<file path="src/verilog/dtmc_defines.vh">
`ifndef DTMC_DEFINES_VH
`define DTMC_DEFINES_VH
// ----------------------------------------------------------------
// register map
// ----------------------------------------------------------------
`define DTMC_ADDR_W          4
`define DTMC_OFF_MODE        4'h1
`define DTMC_OFF_ENABLE      4'h3
`define DTMC_OFF_CAR_CTRL    4'h4
`define DTMC_OFF_CAR_RELOAD  4'h5
`define DTMC_OFF_LONG_CTRL   4'h6
`define DTMC_OFF_RELOAD_HI   4'h7
`define DTMC_OFF_RELOAD_LO   4'h8
`define DTMC_OFF_DEMOD_CTRL  4'h9
// ----------------------------------------------------------------
// mode register fields
// ----------------------------------------------------------------
`define DTMC_MODE_DEMOD_BIT  7
`define DTMC_MODE_ROUTE_BIT  6
`define DTMC_MODE_RESET      8'h00
`define DTMC_OUT_NORMAL      2'b00
`define DTMC_OUT_PINGPONG    2'b01
`define DTMC_OUT_FORCE0      2'b10
`define DTMC_OUT_FORCE1      2'b11
`define DTMC_LOGIC_AND       2'b00
`define DTMC_LOGIC_OR        2'b01
`define DTMC_LOGIC_NOR       2'b10
`define DTMC_LOGIC_NAND      2'b11
`define DTMC_EDGE_FALL       2'b00
`define DTMC_EDGE_RISE       2'b01
`define DTMC_EDGE_BOTH       2'b10
`define DTMC_FILT_NONE       2'b00
`define DTMC_FILT_4          2'b01
`define DTMC_FILT_8          2'b10
`define DTMC_FILT_4_CYC      4'd4
`define DTMC_FILT_8_CYC      4'd8
// ----------------------------------------------------------------
// enable and timer control register fields
// ----------------------------------------------------------------
`define DTMC_EN_SYNC_BIT     2
`define DTMC_EN_CAR_BIT      1
`define DTMC_EN_LONG_BIT     0
`define DTMC_EN_RSVD         5'h1f
`define DTMC_CTRL_MODULO_BIT 0
`define DTMC_CTRL_TOUT_BIT   1
`endif

</file>
<file path="src/verilog/dtmc_timer_ctrl.v">
// Functional notes
// - mode bit7: 0 transmit, 1 demodulate
// - bit0 sets long timer start level
// - bit1 sets carrier timer start level
// - demod bit0 falling flag, write-1 clears
// - demod bit1 rising flag, write-1 clears
// - transmit bits3:2 normal/pingpong/force0/force1
// - demod bits3:2 filter none/4/8 cycles
// - transmit bits5:4 AND/OR/NOR/NAND combine
// - demod bits5:4 edge fall/rise/both
// - transmit bit6 routes combined output to pin
// - demod bit6 selects primary/alternate input
// - logic field, sync kept over stop recovery
// - enable reserved bits read ones
// - sync enable bit, reset zero
// - carrier enable reads running state
// - long enable reads running state
// - sync aligns first carrier pulse
// - enable loads reload, sets start level
// - zero toggles output (long only with bits3:2 00 or pingpong), sets timeout
// - single-pass stops, modulo reloads
// - pingpong alternates enables, timeouts
//
// Strobed register access was decided locally.
`include "dtmc_defines.vh"
`timescale 1ns/100ps
`default_nettype none
module dtmc_timer_ctrl (
  input  wire       mclk_in,
  input  wire       rst_n_in,
  input  wire       stop_recovery_in,
  input  wire [3:0] addr_in,
  input  wire [7:0] wdata_in,
  input  wire       wr_in,
  input  wire       rd_in,
  output reg  [7:0] rdata_out,
  input  wire       primary_demod_pin_in,
  input  wire       alternate_demod_pin_in,
  input  wire       port_data_in,
  output wire       shared_output_pin_out,
  output reg        carrier_timer_output_out,
  output reg        long_timer_output_out
);
  // ----------------------------------------------------------------
  // registers
  // ----------------------------------------------------------------
  reg [7:0]  mode_reg;
  reg        sync_reg;
  reg        car_en_reg;
  reg        long_en_reg;
  reg        car_modulo_reg;
  reg        car_tout_reg;
  reg        long_modulo_reg;
  reg        long_tout_reg;
  reg [7:0]  car_reload_reg;
  reg [7:0]  reload_hi_reg;
  reg [7:0]  reload_lo_reg;
  reg [7:0]  car_cnt_reg;
  reg [15:0] long_cnt_reg;
  reg        fall_flag_reg;
  reg        rise_flag_reg;
  reg        demod_prev_reg;
  reg        car_wait_reg;
  reg        long_en_prev_reg;
  reg        car_en_prev_reg;
  wire       demod_mode = mode_reg[`DTMC_MODE_DEMOD_BIT];
  wire [1:0] f32 = mode_reg[3:2];
  wire [1:0] f54 = mode_reg[5:4];
  wire       wr_mode = wr_in && addr_in == `DTMC_OFF_MODE;
  wire       wr_en = wr_in && addr_in == `DTMC_OFF_ENABLE;
  wire       pingpong = !demod_mode && f32 == `DTMC_OUT_PINGPONG;
  // ----------------------------------------------------------------
  // demodulator input
  // ----------------------------------------------------------------
  wire demod_raw = mode_reg[`DTMC_MODE_ROUTE_BIT] ?
                   alternate_demod_pin_in : primary_demod_pin_in;
  wire demod_lvl;
  dtmc_input_filter u_filter (
    .mclk_in     (mclk_in),
    .rst_n_in    (rst_n_in),
    .pin_in      (demod_raw),
    .filt_sel_in (demod_mode ? f32 : `DTMC_FILT_NONE),
    .level_out   (demod_lvl)
  );
  wire rise_ev = demod_mode && demod_lvl && !demod_prev_reg;
  wire fall_ev = demod_mode && !demod_lvl && demod_prev_reg;
  wire want_fall = f54 == `DTMC_EDGE_FALL || f54 == `DTMC_EDGE_BOTH;
  wire want_rise = f54 == `DTMC_EDGE_RISE || f54 == `DTMC_EDGE_BOTH;
  wire set_fall = fall_ev && want_fall;
  wire set_rise = rise_ev && want_rise;
  // ----------------------------------------------------------------
  // timer terminal counts
  // ----------------------------------------------------------------
  wire car_run = car_en_reg && !car_wait_reg;
  wire car_zero = car_run && car_cnt_reg == 8'h00;
  wire long_zero = long_en_reg && long_cnt_reg == 16'h0000;
  wire long_start = long_en_reg && !long_en_prev_reg;
  wire car_start = car_en_reg && !car_en_prev_reg;
  wire [15:0] long_reload = {reload_hi_reg, reload_lo_reg};
  always @(posedge mclk_in or negedge rst_n_in) begin
    if (!rst_n_in) begin
      mode_reg <= `DTMC_MODE_RESET;
      sync_reg <= 1'b0;
    end else if (stop_recovery_in) begin
      // logic field and sync survive stop recovery
      mode_reg <= {2'b00, f54, 4'h0};
    end else begin
      if (wr_mode) begin
        mode_reg[7:2] <= wdata_in[7:2];
        if (!wdata_in[`DTMC_MODE_DEMOD_BIT]) begin
          mode_reg[1:0] <= wdata_in[1:0];
        end
      end
      if (wr_en) begin
        sync_reg <= wdata_in[`DTMC_EN_SYNC_BIT];
      end
    end
  end
  // edge flags: set wins over a same-cycle clear
  always @(posedge mclk_in or negedge rst_n_in) begin
    if (!rst_n_in) begin
      fall_flag_reg  <= 1'b0;
      rise_flag_reg  <= 1'b0;
      demod_prev_reg <= 1'b0;
    end else begin
      demod_prev_reg <= demod_lvl;
      if (set_fall) begin
        fall_flag_reg <= 1'b1;
      end else if (wr_mode && demod_mode && wdata_in[0]) begin
        fall_flag_reg <= 1'b0;
      end
      if (set_rise) begin
        rise_flag_reg <= 1'b1;
      end else if (wr_mode && demod_mode && wdata_in[1]) begin
        rise_flag_reg <= 1'b0;
      end
    end
  end
  // ----------------------------------------------------------------
  // auxiliary control registers
  // ----------------------------------------------------------------
  always @(posedge mclk_in or negedge rst_n_in) begin
    if (!rst_n_in) begin
      car_reload_reg  <= 8'h00;
      reload_hi_reg   <= 8'h00;
      reload_lo_reg   <= 8'h00;
      car_modulo_reg  <= 1'b0;
      long_modulo_reg <= 1'b0;
    end else if (wr_in) begin
      case (addr_in)
        `DTMC_OFF_CAR_RELOAD: car_reload_reg <= wdata_in;
        `DTMC_OFF_RELOAD_HI:  reload_hi_reg <= wdata_in;
        `DTMC_OFF_RELOAD_LO:  reload_lo_reg <= wdata_in;
        `DTMC_OFF_CAR_CTRL:
          car_modulo_reg <= wdata_in[`DTMC_CTRL_MODULO_BIT];
        `DTMC_OFF_LONG_CTRL:
          long_modulo_reg <= wdata_in[`DTMC_CTRL_MODULO_BIT];
        default: car_reload_reg <= car_reload_reg;
      endcase
    end
  end
  // ----------------------------------------------------------------
  // long timer
  // ----------------------------------------------------------------
  always @(posedge mclk_in or negedge rst_n_in) begin
    if (!rst_n_in) begin
      long_en_reg      <= 1'b0;
      long_en_prev_reg <= 1'b0;
      long_cnt_reg     <= 16'h0000;
      long_tout_reg    <= 1'b0;
      long_timer_output_out <= 1'b0;
    end else begin
      long_en_prev_reg <= long_en_reg;
      if (long_zero) begin
        long_tout_reg <= 1'b1;
      end else if (wr_in && addr_in == `DTMC_OFF_LONG_CTRL &&
                   wdata_in[`DTMC_CTRL_TOUT_BIT]) begin
        long_tout_reg <= 1'b0;
      end
      if (wr_en) begin
        long_en_reg <= wdata_in[`DTMC_EN_LONG_BIT];
      end else if (pingpong && car_zero) begin
        long_en_reg <= 1'b1;
      end else if (long_zero && (pingpong || !long_modulo_reg)) begin
        long_en_reg <= 1'b0;
      end
      if (long_start) begin
        long_cnt_reg <= long_reload;
        long_timer_output_out <= mode_reg[0];
      end else if (long_zero) begin
        long_cnt_reg <= long_reload;
        if (f32 == `DTMC_OUT_NORMAL || pingpong) begin
          long_timer_output_out <= !long_timer_output_out;
        end
      end else if (long_en_reg) begin
        long_cnt_reg <= long_cnt_reg - 16'h0001;
      end
      // forced level overrides start level and toggles
      if (!demod_mode && f32[1]) begin
        long_timer_output_out <= f32[0];
      end
    end
  end
  // ----------------------------------------------------------------
  // carrier timer
  // ----------------------------------------------------------------
  always @(posedge mclk_in or negedge rst_n_in) begin
    if (!rst_n_in) begin
      car_en_reg      <= 1'b0;
      car_en_prev_reg <= 1'b0;
      car_wait_reg    <= 1'b0;
      car_cnt_reg     <= 8'h00;
      car_tout_reg    <= 1'b0;
      carrier_timer_output_out <= 1'b0;
    end else begin
      car_en_prev_reg <= car_en_reg;
      if (car_zero) begin
        car_tout_reg <= 1'b1;
      end else if (wr_in && addr_in == `DTMC_OFF_CAR_CTRL &&
                   wdata_in[`DTMC_CTRL_TOUT_BIT]) begin
        car_tout_reg <= 1'b0;
      end
      if (wr_en) begin
        car_en_reg <= wdata_in[`DTMC_EN_CAR_BIT];
      end else if (pingpong && long_zero) begin
        car_en_reg <= 1'b1;
      end else if (car_zero && (pingpong || !car_modulo_reg)) begin
        car_en_reg <= 1'b0;
      end
      // sync holds the carrier until the long timer starts or wraps
      if (car_start) begin
        car_wait_reg <= sync_reg;
        car_cnt_reg  <= car_reload_reg;
        carrier_timer_output_out <= mode_reg[1];
      end else if (car_wait_reg && (long_start || long_zero)) begin
        car_wait_reg <= 1'b0;
        car_cnt_reg  <= car_reload_reg;
      end else if (car_zero) begin
        car_cnt_reg <= car_reload_reg;
        carrier_timer_output_out <= !carrier_timer_output_out;
      end else if (car_run) begin
        car_cnt_reg <= car_cnt_reg - 8'h01;
      end
    end
  end
  // ----------------------------------------------------------------
  // output combination
  // ----------------------------------------------------------------
  reg long_eff;
  reg comb;
  always @* begin
    // force is already applied in the output flop
    long_eff = long_timer_output_out;
    case (f54)
      `DTMC_LOGIC_AND: comb = carrier_timer_output_out & long_eff;
      `DTMC_LOGIC_OR:  comb = carrier_timer_output_out | long_eff;
      `DTMC_LOGIC_NOR: comb = ~(carrier_timer_output_out | long_eff);
      default:         comb = ~(carrier_timer_output_out & long_eff);
    endcase
  end
  assign shared_output_pin_out =
    (!demod_mode && mode_reg[`DTMC_MODE_ROUTE_BIT]) ? comb
                                                    : port_data_in;
  // ----------------------------------------------------------------
  // read port
  // ----------------------------------------------------------------
  always @(posedge mclk_in or negedge rst_n_in) begin
    if (!rst_n_in) begin
      rdata_out <= 8'h00;
    end else if (rd_in) begin
      case (addr_in)
        `DTMC_OFF_MODE: rdata_out <= demod_mode ?
          {mode_reg[7:2], rise_flag_reg, fall_flag_reg} : mode_reg;
        `DTMC_OFF_ENABLE: rdata_out <= {`DTMC_EN_RSVD, sync_reg,
          car_en_reg, long_en_reg};
        `DTMC_OFF_CAR_CTRL:   rdata_out <= {6'h00, car_tout_reg,
                                            car_modulo_reg};
        `DTMC_OFF_CAR_RELOAD: rdata_out <= car_reload_reg;
        `DTMC_OFF_LONG_CTRL:  rdata_out <= {6'h00, long_tout_reg,
                                            long_modulo_reg};
        `DTMC_OFF_RELOAD_HI:  rdata_out <= reload_hi_reg;
        `DTMC_OFF_RELOAD_LO:  rdata_out <= reload_lo_reg;
        `DTMC_OFF_DEMOD_CTRL: rdata_out <= {7'h00, demod_lvl};
        default:              rdata_out <= 8'h00;
      endcase
    end
  end
endmodule // dtmc_timer_ctrl
`default_nettype wire

</file>
<file path="src/verilog/dtmc_input_filter.v">
`include "dtmc_defines.vh"
`timescale 1ns/100ps
`default_nettype none
// ----------------------------------------------------------------
// pin synchroniser plus selectable glitch filter
// ----------------------------------------------------------------
module dtmc_input_filter (
  input  wire       mclk_in,
  input  wire       rst_n_in,
  input  wire       pin_in,
  input  wire [1:0] filt_sel_in,
  output reg        level_out
);
  reg       s1_reg;
  reg       s2_reg;
  reg       s3_reg;
  reg [3:0] cnt_reg;
  reg [3:0] need;
  always @* begin
    case (filt_sel_in)
      `DTMC_FILT_4: need = `DTMC_FILT_4_CYC;
      `DTMC_FILT_8: need = `DTMC_FILT_8_CYC;
      default:      need = 4'd0;
    endcase
  end
  // level must hold for the chosen count before it is accepted
  always @(posedge mclk_in or negedge rst_n_in) begin
    if (!rst_n_in) begin
      s1_reg    <= 1'b0;
      s2_reg    <= 1'b0;
      s3_reg    <= 1'b0;
      cnt_reg   <= 4'd0;
      level_out <= 1'b0;
    end else begin
      s1_reg <= pin_in;
      s2_reg <= s1_reg;
      s3_reg <= s2_reg;
      if (s2_reg != s3_reg || s3_reg == level_out) begin
        cnt_reg <= 4'd0;
      end else if (cnt_reg + 4'd1 >= need) begin
        cnt_reg   <= 4'd0;
        level_out <= s3_reg;
      end else begin
        cnt_reg <= cnt_reg + 4'd1;
      end
    end
  end
endmodule // dtmc_input_filter
`default_nettype wire

</file>
<file path="config.mk">
export PLATFORM = sky130hd
export DESIGN_NAME = dtmc_timer_ctrl
export DESIGN_NICKNAME = d
export VERILOG_FILES = /design/src/verilog/dtmc_timer_ctrl.v /design/src/verilog/dtmc_input_filter.v
export VERILOG_INCLUDE_DIRS = /design/src /design/src/verilog
export SDC_FILE = /design/constraint.sdc
export NUM_CORES = 1
export LEC_CHECK = 0
export ABC_AREA = 1
export BUFFER_PORTS_ARGS = -buffer_cell sky130_fd_sc_hd__buf_4
export CORE_UTILIZATION = 29
export CTS_CLUSTER_DIAMETER = 80
export DETAILED_ROUTE_END_ITERATION = 12
export MAX_ROUTING_LAYER = met4
export PLACE_DENSITY_LB_ADDON = 0.15
export SLEW_MARGIN = 30
export SYNTH_ARGS = -nofsm -noshare
export SYNTH_HDL_FRONTEND = slang
export SYNTH_SLANG_ARGS = --single-unit
</file>
<file path="constraint.sdc">
create_clock -name mclk_in -period 1.83 [get_ports mclk_in]
set_input_delay 0.2745 -clock mclk_in [delete_from_list [all_inputs] [get_ports mclk_in]]
set_output_delay 0.2745 -clock mclk_in [all_outputs]
set_load 0.02 [all_outputs]
</file>
==> impl_metrics.csv <==
group,metric,value,unit
clock_network,cts-buffers-inserted,9,
global_route,use_met3,2.48,%
drt,vias,4197,
run_status,outcome,"finished, violations left",
layout,drive_gt1_share,18.6,%
drt,avgViaCountPerCell,4.79,
global_route,met2_usage,25.6,%
pwr,power.density,1400,nW/um^2
synth,synthCells,603,
layout,finish.instance_area,5830,sq um
global_route,grt.total_usage,17.8,%
place,place.gp.congestion,0.834,
critical_path,path_max_fanout,3,
global_route,busiest_layer,"met2",
run_status,failed_checks,"setup timing",
drt,antenna_left,0,
place,portBuffers,30,
floorplanning,fp.dieW,131,um
clock_network,htree_levels,3,
sta,rsz0062_at_grt,"true",
place,place_ws,0.0775,ns
drt,drcViolationCount,0,
critical_path,required,1.56,ns
pwr,clkPwrFrac,24.8,%
sta,hold_viol_final,0,
min_path,whs_path_depth,3,
clock_network,cts.sinks,87,
layout,area_growth,21.1,%
floorplanning,rows,46,
clock_network,clk_pin_slew,0.07,ns
clock_network,cts_root_buf,"clkbuf_16",
drt,first_pass_iters,5,
synth,synth_area,4820,sq um
synth,synth_seq_cells,87,
sta,finalSetupViolCount,1,
pwr,power_switching,3.29,mW
place,place_area,5370,sq um
sta,period_share,101,%
floorplanning,initial_utilization,30.0,%
sta,fin_setup_tns,-0.0152,ns
synth,syn_nets,634,
drt,drt_iter0_drc,263,
layout,largest_register_ffs,16,
synth,yosysTopAreaCell,"dfrtp_1",
sta,fmax,0.542,GHz
sta,finalWorstSetupSlack,-0.0152,ns
pwr,internal_power,4.90,mW
min_path,hold_class,"in -> reg",
critical_path,crit_path_end_kind,"primary output",
synth,synth_area_leaders,"dfrtp_1 45%, nand2_1 13%, o21ai_0 5.3%",
pwr,p_seq_share,35.9,%
critical_path,critPathLaunchType,"register",
clock_network,clockBufferDepth,2,
place,placed_cells,854,
critical_path,arrival,1.57,ns
pwr,ir_worst_vdd,0.000463,V
sta,slew_headroom,66.3,%
synth,syn_area_per_cell,7.99,sq um
floorplanning,die_h,131,um
run,maxCapViolCount,0,
sta,drv_slew,0,
global_route,grt_start_max_net_pins,61,
synth,synth_edf_count,0,
critical_path,rr_worst_depth,8,
synth,async_flop_share,100,%
floorplanning,io_pins,31,
clock_network,cts_tree,"yes",
pwr,power.leakage,2.80,nW
layout,antenna_cells,0,
sta,tightest_slew,0.505,ns
layout,final_cells,877,
synth,yosysTopAreaCellShare,45.2,%
pwr,swShare,40.2,%
global_route,met1_usage,25.4,%
global_route,grt_pass1_wl,21900,um
clock_network,clk-insertion-delay-late,0.35,ns
drt,wl,13600,um
floorplanning,die_area,17100,sq um
synth,yosysSeqAreaShare,45.2,%
global_route,grt_overflow,0,
place,dp_hpwl,10300,um
sta,fin_crit,1.85,ns
pwr,combPwrFrac,39.3,%
drt,routedWlPerCell,15.5,um
synth,yosys_warnings,0,
sta,final.setup_skew,0.0106,ns
global_route,antenna_found_initial,0,
layout,nNetsFinal,687,
layout,fin_util,36.3,%
synth,ys_types,47,
floorplanning,core_area,16100,sq um
synth,ys.flop_type,"dfrtp_1",
critical_path,path_class,"reg -> out",
global_route,grt_pass1_vias,4104,
## power by group through the flow
| stage | Clock [mW] | Sequential (mW) | Combinational, mW |
|---|---|---|---|
| final | 2.03 | 2.94 | 3.22 |
| after detailed placement | 0 | 2.95 | 3.12 |
| after floorplan | 0 | 2.86 | 2.25 |
| after global placement | 0 | 2.94 | 3.10 |
| after CTS | 2.05 | 2.93 | 3.19 |
| after global routing | 2.13 | 3.01 | 3.64 |
## routing by layer
| layer | up-vias | part of all wire (%) |
|---|---|---|
| li1 | 2083 | - |
| met1 | 2002 | 51 |
| met2 | 99 | 43 |
| met3 | 13 | 3.9 |
| met4 | 0 | 1.4 |
| met5 | - | 0 |
## worst paths after layout
| kind | start | end | slack, ns |
|---|---|---|---|
| hold reg to reg | u_filter.s1_reg | u_filter.s2_reg | 0.37 |
| setup / recovery | mode_reg[4] | shared_output_pin_out | -0.02 |
| min in group asynchronous | rst_n_in | long_cnt_reg[2] | 0.47 |
| hold / removal | alternate_demod_pin_in | u_filter.s1_reg | 0.14 |
| setup reg to reg | u_filter.cnt_reg[0] | u_filter.level_out | 0.10 |
| max in group asynchronous | rst_n_in | reload_hi_reg[0] | 1.04 |
## area by class of cell
type,instances,area [sq um]
Tap cell,216,270
Multi-Input combinational cell,429,2340
Fill cell,1658,10200
Clock inverter,7,96.3
Clock buffer,9,225
Timing Repair Buffer,55,439
Sequential cell,87,2180
Inverter,74,280
## cell families after synthesis
family                     Yosys count  synth area share [%]
and+or+nand+nor                    292                  27.8
adders and majority gates           11                  2.86
DFF                                 87                  45.2
xor gates and xnor gates            12                  2.18
buffers and inverters               87                  7.69
AOI/OAI and AO/OA                  114                  14.3
## metrics by stage
stage	hold slack (ns)	total power, mW
global placement	0.316	6.04
finish	0.138	8.19
detailed placement	0.319	6.06
floorplan	-0.0211	5.11
global route	0.158	8.78
CTS	0.150	8.17
## Yosys cell counts (3+ instances only)
cell / count
nand4_1: 12
xor2_1: 7
nor2_4: 3
dfrtp_1: 87
buf_6: 4
o211ai_1: 3
nor2_1: 36
nand2_2: 4
o21ai_0: 51
buf_2: 3
nand3_2: 3
o22ai_1: 11
o21ai_1: 6
nand2_1: 173
nor3_1: 8
o211ai_2: 5
o2111ai_1: 3
o21ai_2: 3
nand3_1: 38
clkbuf_1: 3
nor2_2: 4
a21oi_1: 21
xnor2_1: 5
inv_1: 67
inv_2: 5
ha_1: 11
## critical path, stage by stage (launching register included)
cell and delay [ns]:
dfrtp_2 0.42, inv_2 0.06, ha_2 0.19, nand2_2 0.06, nand2_2 0.06, a311oi_2 0.20, o21ai_1 0.09, buf_4 0.16
## what timing repair did
action	4_1_cts	5_1_grt
endpoints found under the setup margin	1	7
endpoints found under the hold margin	87	0
pin swaps	4	3
resized for setup	11	14
hold buffers	1	0
buffers inserted	5	1
## placed cells by master, fill, tap and decap left out, types with 4 or more instances in the layout
cell type	synthesis	final
nor2_2	4	4
nand2_2	4	5
o21ai_2	3	4
nand4_1	12	12
nor3_1	8	8
nand2_1	173	171
dfrtp_1	87	84
buf_4	2	50
xnor2_1	5	4
nand3_1	38	38
inv_2	5	7
o211ai_2	5	5
a21oi_1	21	21
o21ai_1	6	8
inv_1	67	65
o22ai_1	11	11
o21ai_0	51	48
ha_1	11	6
clkbuf_16	0	9
nor2_1	36	36
xor2_1	7	7
(Power assumes the default switching activity.)
